==> src/rst_cfg_pkg.sv <==
// constants, types and register map of the reset and startup clock block
package rst_cfg_pkg;
  localparam int ADDR_W = 12;
  localparam int PORT0_W = 16;

  localparam logic [ADDR_W-1:0] SYSTEM_CONFIG_REG_OFS = 12'h000;
  localparam logic [ADDR_W-1:0] RTC_CONTROL_REG_OFS = 12'h004;
  localparam logic [ADDR_W-1:0] STARTUP_STATUS_REG_OFS = 12'h008;

  localparam int UPPER_BYTE_ENABLE_OFF_BIT = 0;
  localparam int LOW_FREQ_OSC_DISABLE_BIT = 0;
  localparam int STS_CLK_CODE_LSB = 0;
  localparam int STS_BUS_8BIT_BIT = 3;
  localparam int STS_CLK_READY_BIT = 4;
  localparam int STS_CAUSE_LSB = 8;

  localparam logic [3:0] CAUSE_POWER_ON = 4'h1;
  localparam int CLK_STRAP_LSB = 13;
  localparam int BUS_WIDTH_STRAP_BIT = 7;

  localparam logic [2:0] CLK_CODE_DEFAULT = 3'h7;
  localparam logic [2:0] CLK_CODE_DIRECT = 3'h3;
  localparam logic [2:0] CLK_CODE_PRESCALE = 3'h1;

  // cpu clock factor held as twice the factor, so one half fits
  localparam logic [5:0] FX2_CODE7 = 6'h08;
  localparam logic [5:0] FX2_CODE6 = 6'h06;
  localparam logic [5:0] FX2_CODE5 = 6'h10;
  localparam logic [5:0] FX2_CODE4 = 6'h0A;
  localparam logic [5:0] FX2_CODE3 = 6'h02;
  localparam logic [5:0] FX2_CODE2 = 6'h14;
  localparam logic [5:0] FX2_CODE1 = 6'h01;
  localparam logic [5:0] FX2_CODE0 = 6'h20;

  localparam logic [23:0] FETCH_ADDR = 24'h00_0000;
  localparam logic [31:0] REG_RESET = 32'h0000_0000;

  localparam int CLK_PERIOD_PS = 8000;
  localparam int RESET_HOLD_NS = 1000;
  localparam int SETTLE_US = 20;
  localparam logic [11:0] RESET_HOLD_CYC =
    12'((RESET_HOLD_NS * 1000 + CLK_PERIOD_PS - 1) / CLK_PERIOD_PS);
  localparam logic [11:0] SETTLE_CYC =
    12'((SETTLE_US * 1000000 + CLK_PERIOD_PS - 1) / CLK_PERIOD_PS);

  typedef enum logic [2:0] {
    ST_RUN, ST_WAIT_RAM, ST_HOLD, ST_SETTLE, ST_START
  } seq_type;

  typedef struct packed {
    logic psel;
    logic penable;
    logic pwrite;
    logic [ADDR_W-1:0] paddr;
    logic [31:0] pwdata;
  } apb_req_type;

  typedef struct packed {
    logic [31:0] prdata;
    logic pready;
    logic pslverr;
  } apb_rsp_type;
endpackage

==> src/rst_cfg_ctrl.sv <==
// reset recognition, port 0 strap sampling and cpu clock selection
//
// Notes on behaviour
// - a reset starts on the hardware reset pin, a software reset or a watchdog overflow.
// - an internal ram write already running finishes before the reset procedure starts.
// - every pending internal hold state is cancelled once a reset is recognised.
// - an external memory cycle in progress is aborted, not completed, on reset.
// - when the reset procedure ends, fetching starts at 0000h of code segment 0.
// - port 0 weak pull-ups are on only in the reset hold phase, so open straps read one.
// - all straps are sampled at power-on reset; other resets keep some earlier values.
// - all clock straps high, the default, runs the cpu at four times the input clock.
// - code 011 is direct drive, the cpu clock equals the input and the pll is bypassed.
// - code 001 halves the input through a prescaler and needs the oscillator amplifier.
// - a low bus width strap picks an 8-bit bus and keeps the upper byte enable off.
`timescale 1ns/1ps
module rst_cfg_ctrl
  import rst_cfg_pkg::*;
(
  input wire logic CLK_IN,
  input wire logic RESET_IN,
  input wire logic HW_RESET_IN,
  input wire logic SOFTWARE_RESET_INSTR_IN,
  input wire logic WDT_OVERFLOW_IN,
  input wire logic RAM_WRITE_BUSY_IN,
  input wire logic PLL_LOCK_IN,
  input wire logic [PORT0_W-1:0] PORT0_IN,
  input wire apb_req_type APB_REQ_IN,
  output apb_rsp_type APB_RSP_OUT,
  output logic CPU_RESET_OUT,
  output logic HOLD_CANCEL_OUT,
  output logic EXT_BUS_ABORT_OUT,
  output logic PORT0_PULLUP_EN_OUT,
  output logic FETCH_START_OUT,
  output logic [23:0] FETCH_ADDR_OUT,
  output logic [5:0] CLK_FACTOR_X2_OUT,
  output logic PLL_BYPASS_OUT,
  output logic PRESCALER_OUT,
  output logic OSC_AMP_REQ_OUT,
  output logic BUS_8BIT_OUT,
  output logic UPPER_BYTE_ENABLE_OUT,
  output logic LOW_FREQ_OSC_DISABLE_OUT
);

  typedef struct packed {
    seq_type seq;
    logic [11:0] cnt;
    logic por;
    logic [2:0] hw_s;
    logic hw_level;
    logic [2:0] lock_s;
    logic lock_level;
    logic [PORT0_W-1:0] p0_s1;
    logic [PORT0_W-1:0] p0_s2;
    logic [PORT0_W-1:0] p0_s3;
    logic [PORT0_W-1:0] p0_level;
    logic [2:0] clk_code;
    logic [5:0] factor;
    logic bus8;
    logic byte_off;
    logic osc_off;
    logic [3:0] cause;
    logic [31:0] rdata;
    logic err;
    logic fetch;
  } block_state_type;

  block_state_type st;
  block_state_type next_st;
  logic trigger;
  logic recognise;
  logic bypass;
  logic [3:0] cause_set;
  logic [3:0] cause_clr;
  logic [2:0] strap_clk;
  logic apb_setup;
  logic apb_write;

  function automatic logic [5:0] factor_x2(input logic [2:0] code);
    case (code)
      3'h7: factor_x2 = FX2_CODE7;
      3'h6: factor_x2 = FX2_CODE6;
      3'h5: factor_x2 = FX2_CODE5;
      3'h4: factor_x2 = FX2_CODE4;
      3'h3: factor_x2 = FX2_CODE3;
      3'h2: factor_x2 = FX2_CODE2;
      3'h1: factor_x2 = FX2_CODE1;
      default: factor_x2 = FX2_CODE0;
    endcase
  endfunction

  function automatic logic addr_hit(input logic [ADDR_W-1:0] addr);
    addr_hit = (addr == SYSTEM_CONFIG_REG_OFS) ||
      (addr == RTC_CONTROL_REG_OFS) || (addr == STARTUP_STATUS_REG_OFS);
  endfunction

  function automatic logic [31:0] read_word(
    input logic [ADDR_W-1:0] addr, input block_state_type s);
    logic [31:0] w;
    w = 32'h0000_0000;
    if (addr == SYSTEM_CONFIG_REG_OFS) begin
      w[UPPER_BYTE_ENABLE_OFF_BIT] = s.byte_off;
    end
    if (addr == RTC_CONTROL_REG_OFS) begin
      w[LOW_FREQ_OSC_DISABLE_BIT] = s.osc_off;
    end
    if (addr == STARTUP_STATUS_REG_OFS) begin
      w[STS_CLK_CODE_LSB +: 3] = s.clk_code;
      w[STS_BUS_8BIT_BIT] = s.bus8;
      w[STS_CLK_READY_BIT] = (s.seq == ST_RUN);
      w[STS_CAUSE_LSB +: 4] = s.cause;
    end
    read_word = w;
  endfunction

  assign strap_clk = st.p0_level[CLK_STRAP_LSB +: 3];
  assign trigger = st.hw_level | SOFTWARE_RESET_INSTR_IN | WDT_OVERFLOW_IN;
  assign recognise = trigger && (st.seq == ST_RUN || st.seq == ST_SETTLE);
  assign cause_set = recognise ?
    {WDT_OVERFLOW_IN, SOFTWARE_RESET_INSTR_IN, st.hw_level, 1'b0} : 4'h0;
  assign bypass = (st.clk_code == CLK_CODE_DIRECT) ||
    (st.clk_code == CLK_CODE_PRESCALE);
  assign apb_setup = APB_REQ_IN.psel && !APB_REQ_IN.penable;
  assign apb_write = APB_REQ_IN.psel && APB_REQ_IN.penable &&
    APB_REQ_IN.pwrite && !st.err;

  always_comb begin
    next_st = st;
    next_st.fetch = 1'b0;
    cause_clr = 4'h0;
    // pin synchronisers: a change counts once stages two and three agree
    next_st.hw_s = {st.hw_s[1:0], HW_RESET_IN};
    if (st.hw_s[1] == st.hw_s[2]) begin
      next_st.hw_level = st.hw_s[2];
    end
    next_st.lock_s = {st.lock_s[1:0], PLL_LOCK_IN};
    if (st.lock_s[1] == st.lock_s[2]) begin
      next_st.lock_level = st.lock_s[2];
    end
    next_st.p0_s1 = PORT0_IN;
    next_st.p0_s2 = st.p0_s1;
    next_st.p0_s3 = st.p0_s2;
    next_st.p0_level = (st.p0_s2 & st.p0_s3) |
      (st.p0_level & (st.p0_s2 ^ st.p0_s3));
    // reset sequence
    case (st.seq)
      ST_RUN: begin
        if (trigger) begin
          next_st.cnt = RESET_HOLD_CYC;
          if (RAM_WRITE_BUSY_IN) begin
            next_st.seq = ST_WAIT_RAM;
          end else begin
            next_st.seq = ST_HOLD;
          end
        end
      end
      ST_WAIT_RAM: begin
        if (!RAM_WRITE_BUSY_IN) begin
          next_st.seq = ST_HOLD;
        end
      end
      ST_HOLD: begin
        if (st.cnt != 12'h000) begin
          next_st.cnt = st.cnt - 12'h001;
        end else if (!st.hw_level) begin
          // latch straps at release; hw reset resamples bus width only
          if (st.por) begin
            next_st.clk_code = strap_clk;
            next_st.factor = factor_x2(strap_clk);
          end
          if (st.por || st.cause[1]) begin
            next_st.bus8 = !st.p0_level[BUS_WIDTH_STRAP_BIT];
          end
          next_st.por = 1'b0;
          next_st.cnt = SETTLE_CYC;
          next_st.seq = ST_SETTLE;
        end
      end
      ST_SETTLE: begin
        if (trigger) begin
          next_st.cnt = RESET_HOLD_CYC;
          next_st.seq = ST_HOLD;
        end else if (st.cnt != 12'h000) begin
          next_st.cnt = st.cnt - 12'h001;
        end else if (bypass || st.lock_level) begin
          next_st.seq = ST_START;
        end
      end
      ST_START: begin
        next_st.fetch = 1'b1;
        next_st.seq = ST_RUN;
      end
      default: begin
        next_st.seq = ST_HOLD;
      end
    endcase
    // register bus: read data is taken in the setup cycle
    if (apb_setup) begin
      next_st.rdata = read_word(APB_REQ_IN.paddr, st);
      next_st.err = !addr_hit(APB_REQ_IN.paddr);
    end
    if (apb_write) begin
      case (APB_REQ_IN.paddr)
        SYSTEM_CONFIG_REG_OFS: begin
          next_st.byte_off = APB_REQ_IN.pwdata[UPPER_BYTE_ENABLE_OFF_BIT];
        end
        RTC_CONTROL_REG_OFS: begin
          next_st.osc_off = APB_REQ_IN.pwdata[LOW_FREQ_OSC_DISABLE_BIT];
        end
        STARTUP_STATUS_REG_OFS: begin
          cause_clr = APB_REQ_IN.pwdata[STS_CAUSE_LSB +: 4];
        end
        default: begin
          cause_clr = 4'h0;
        end
      endcase
    end
    // a cause arriving with its clear stays set
    next_st.cause = (st.cause & ~cause_clr) | cause_set;
    if (RESET_IN) begin
      next_st = '0;
      next_st.seq = ST_HOLD;
      next_st.cnt = RESET_HOLD_CYC;
      next_st.por = 1'b1;
      next_st.clk_code = CLK_CODE_DEFAULT;
      next_st.factor = FX2_CODE7;
      next_st.cause = CAUSE_POWER_ON;
      next_st.rdata = REG_RESET;
    end
  end

  always_ff @(posedge CLK_IN) begin
    st <= next_st;
  end

  assign CPU_RESET_OUT = (st.seq != ST_RUN);
  assign HOLD_CANCEL_OUT = (st.seq == ST_WAIT_RAM) ||
    (st.seq == ST_HOLD);
  assign EXT_BUS_ABORT_OUT = (st.seq == ST_WAIT_RAM) ||
    (st.seq == ST_HOLD);
  assign PORT0_PULLUP_EN_OUT = (st.seq == ST_HOLD);
  assign FETCH_START_OUT = st.fetch;
  assign FETCH_ADDR_OUT = FETCH_ADDR;
  assign CLK_FACTOR_X2_OUT = st.factor;
  assign PLL_BYPASS_OUT = bypass;
  assign PRESCALER_OUT = (st.clk_code == CLK_CODE_PRESCALE);
  assign OSC_AMP_REQ_OUT = (st.clk_code == CLK_CODE_PRESCALE);
  assign BUS_8BIT_OUT = st.bus8;
  assign UPPER_BYTE_ENABLE_OUT = !st.bus8 && !st.byte_off;
  assign LOW_FREQ_OSC_DISABLE_OUT = st.osc_off;
  assign APB_RSP_OUT.prdata = st.rdata;
  assign APB_RSP_OUT.pready = 1'b1;
  assign APB_RSP_OUT.pslverr = APB_REQ_IN.psel && APB_REQ_IN.penable &&
    st.err;
endmodule

==> config.mk <==
export PLATFORM = sky130hd
export DESIGN_NAME = rst_cfg_ctrl
export DESIGN_NICKNAME = d
export VERILOG_FILES = /design/src/rst_cfg_pkg.sv /design/src/rst_cfg_ctrl.sv
export SDC_FILE = /design/constraint.sdc
export NUM_CORES = 1
export LEC_CHECK = 0
export BUFFER_PORTS_ARGS = -buffer_cell sky130_fd_sc_hd__buf_2
export CORE_MARGIN = 1
export CORE_UTILIZATION = 49
export CTS_BUF_LIST = sky130_fd_sc_hd__clkbuf_4 sky130_fd_sc_hd__clkbuf_8
export CTS_CLUSTER_DIAMETER = 50
export DETAILED_ROUTE_END_ITERATION = 7
export PLACE_DENSITY = 0.86
export SKIP_CTS_REPAIR_TIMING = 1
export SYNTH_ARGS = -nofsm -noshare
export SYNTH_HDL_FRONTEND = slang
export SYNTH_SLANG_ARGS = --single-unit
==> constraint.sdc <==
create_clock -name CLK_IN -period 2.83 [get_ports CLK_IN]
set_input_delay 0.849 -clock CLK_IN [delete_from_list [all_inputs] [get_ports CLK_IN]]
set_output_delay 0.849 -clock CLK_IN [all_outputs]
set_load 0.02 [all_outputs]
==> reports/metrics.yaml <==
ant_nets: 0
drive_gt1_share_pct: 19.30
row_count: 30
vias: 2804
grt_pass1_vias: 2367
die_h_um: 85.33
pwr-share-comb_pct: 7.1
die-width_um: 85.33
clock_latency_ns: 0.34
max_stage_delay_ns: 0.55
grt_start_max_net_pins: 26
crit_type: "flip-flop to flip-flop"
fin_crit_sh_pct: 93.35
io_pins: 145
rsz0062_at_grt: "false"
cp_slowest_cell: "or4_1"
rr_startpoint: "st[123]$_SDFFE_PP1P_"
drtIter0Drc: 168
clkTransAtPathRegs_ns: 0.07
crit_arrival_ns: 2.87
r2r-end: "st[132]$_SDFFE_PP0P_"
max_slew_margin_pct: 63.36
cts_tree: "built"
gr-usage-all-layers_pct: 18.14
drtPass1Iterations: 6
hold_ws_ns: 0.4334
synthToLayoutAreaGrowth_pct: 9.158
whs_endpoint: "st[95]$_SDFF_PP0_"
nets: 527
required_ns: 3.05
swShare_pct: 22.33
final_core_util_pct: 54.96
internal_power_mw: 1.590
cp.buffers_inverters: 2
clockPowerShare_pct: 45.4
power_per_cell_area_mw_per_mm2: 551.1
vias_per_cell: 5.231
final_cells: 536
ys_ff_latch: 67
min_path_cells: 1
cts-root-buf: "clkbuf_8"
yosysTopAreaCell: "dfxtp_1"
period_minus_slack_ns: 2.642
core_mm2: 0.006756
cts_htree_levels: 3
drv_cap: 0
violations: "design-rule violations"
antenna_found_initial: 0
yosysMostFrequentCell: "dfxtp_1"
r2r_slack_ns: 0.19
p_seq_share_pct: 47.4
dp_cells: 521
overflow: 0
nFillCells: 573
synth_top_area_share_pct: 39.43
synth_edf_count: 0
drt-wirelength-per-cell_um: 11.94
finalWirelength_mm: 6.400
drv_slew: 0
setup_violations: 0
remaining_drc_errors: 2
yosysSeqAreaShare_pct: 39.43
diodes: 0
setup-tns-final_ns: 0
p_sw_mw: 0.4570
synthTopCellsByArea: "dfxtp_1 (39%), buf_4 (14%), nor2_1 (4.1%)"
critical-path-top-delay-family: "simple AND/OR/NAND/NOR gates"
total_power_mw: 2.047
syn_area_mm2: 0.003402
crit_fanout: 7
syn_inst: 411
ir_drop_uv: 305.1
run_status: "finished, violations left"
dp_hpwl_mm: 4.629
reg2regPathDepth: 8
holdCritPathClass: "flip-flop to flip-flop"
path_cells: "inv_1, ha_1, or4b_4, or4_1, buf_4, o21ai_0, o21ai_0, a32o_1"
numPortBuffers: 57
synth_warnings: 0
cts_buffers: 9
skew_ns: 0.01138
hp-start: "st[111]$_SDFF_PP0_"
synthDistinctLibCells: 47
synth_common_cells: "dfxtp_1 (67), buf_4 (65), nor2_1 (37)"
gp_congestion: 0.8967
fmax_mhz: 378.5
synth-main-ff-cell: "dfxtp_1"
synth_area_per_cell_um2: 8.277
clock_path_buffers: 2
die_area_mm2: 0.007280
hold_viol: 0
worst_pin_slew_ns: 0.5489
crit_path_frequent_cell: "o21ai_0"
synthArstFlopShare_pct: 0
grt_first_pass_wirelength_mm: 10.38
setup.worst_path.end_class: "flip-flop"
initial_utilization_pct: 50.35
power_leakage_nw: 1.624
startpoint_type: "flip-flop"
clock-sinks: 67
## final cells by class
| class | count | area [um2] | area share, % |
|---|---|---|---|
| repair buffers | 68 | 367.9 | 9.906 |
| flip-flops and latches | 67 | 1341 | 36.12 |
| clock inverters | 5 | 102.6 | 2.763 |
| clock buffers | 10 | 131.4 | 3.538 |
| inverters | 10 | 37.54 | 1.011 |
| multi-input cells | 296 | 1633 | 43.97 |
| well taps | 80 | 100.1 | 2.695 |
## metal layers
layer  GRT usage, %  share of wire, %  routed length (um)  vias to the layer above
li1               -                 -                   -                     1392
met1          22.91                44                2784                     1258
met2          28.67                46                2912                      143
met3          4.669               8.8                 563                       11
met4          9.394               2.2                 141                        0
met5              0                 0                   0                        -
## worst max-delay path by stage
stage / endpoint / slack (ns) / cells after the start / startpoint
3_3_place_gp: st[132]$_SDFFE_PP0P_ / 0.26 / 8 / st[123]$_SDFFE_PP1P_
6_report: st[132]$_SDFFE_PP0P_ / 0.19 / 8 / st[123]$_SDFFE_PP1P_
5_1_grt: st[128]$_SDFFE_PP1P_ / 0.11 / 8 / st[123]$_SDFFE_PP1P_
3_5_place_dp: st[132]$_SDFFE_PP0P_ / 0.27 / 8 / st[123]$_SDFFE_PP1P_
2_1_floorplan: CLK_FACTOR_X2_OUT[2]$_SDFFE_PP0P_ / 0.32 / 8 / st[123]$_SDFFE_PP1P_
4_1_cts: st[132]$_SDFFE_PP0P_ / 0.23 / 8 / st[123]$_SDFFE_PP1P_
## power groups by stage
stage	combinational (mW)	clock (mW)	sequential, mW
finish	0.146	0.930	0.971
global route	0.164	0.990	0.972
CTS	0.145	0.954	0.971
detailed placement	0.145	0	0.992
global placement	0.143	0	0.991
floorplan	0.159	0	0.989
## state kept, by name, indices dropped and copies added (netlist names)
register / count
st: 49
APB_RSP_OUT: 9
CLK_FACTOR_X2_OUT: 6
BUS_8BIT_OUT: 1
FETCH_START_OUT: 1
LOW_FREQ_OSC_DISABLE_OUT: 1
## cell usage in the layout, fill, tap and decap left out, drive strengths merged, types with 2 or more instances in the layout
cell type	synthesis	routed
nand3	13	13
a211oi	5	5
ha	5	5
dfxtp	67	67
a31oi	3	3
and2	2	2
nand4	3	3
or3	3	3
clkbuf	12	10
a32o	5	5
or4	3	3
o221ai	2	2
o31ai	5	5
nor2	37	37
or2	2	2
xnor2	2	2
inv	10	10
a22oi	10	10
nand2	33	33
a21o	2	2
o21ai	17	17
a21oi	26	26
conb	2	48
nor2b	21	21
nor3	15	15
nor4	6	6
nand2b	10	10
mux2i	5	5
bufinv	0	3
buf	72	68
## logic make-up (layout without fill, tap and decap cells)
logic type	after synthesis	count (layout)	synth area share, %
multiplexers	5	5	1.471
buffers and inverters	94	93	17.65
flip-flops	67	67	39.43
XOR/XNOR	2	2	0.5150
AND/OR/NAND/NOR	153	153	22.91
adder cells (fa/ha/maj)	5	5	1.839
other	2	48	0.2208
AO/OA/AOI/OAI	83	83	15.96
## worst register-to-register path: stages, from the launching register on
cell	delay, ns
dfxtp_1	0.35
inv_1	0.07
ha_1	0.17
or4b_4	0.49
or4_1	0.55
buf_4	0.20
o21ai_0	0.27
o21ai_0	0.15
a32o_1	0.27
## metrics by stage
stage                     cell area (um2)  worst slack, ns
after global placement               3480           0.2599
after CTS                            3714           0.2317
after floorplan                      3575           0.3166
after global routing                 3714           0.1099
final                                3714           0.1881
after detailed placement             3480           0.2747
Power figures use the tool's default switching activity.
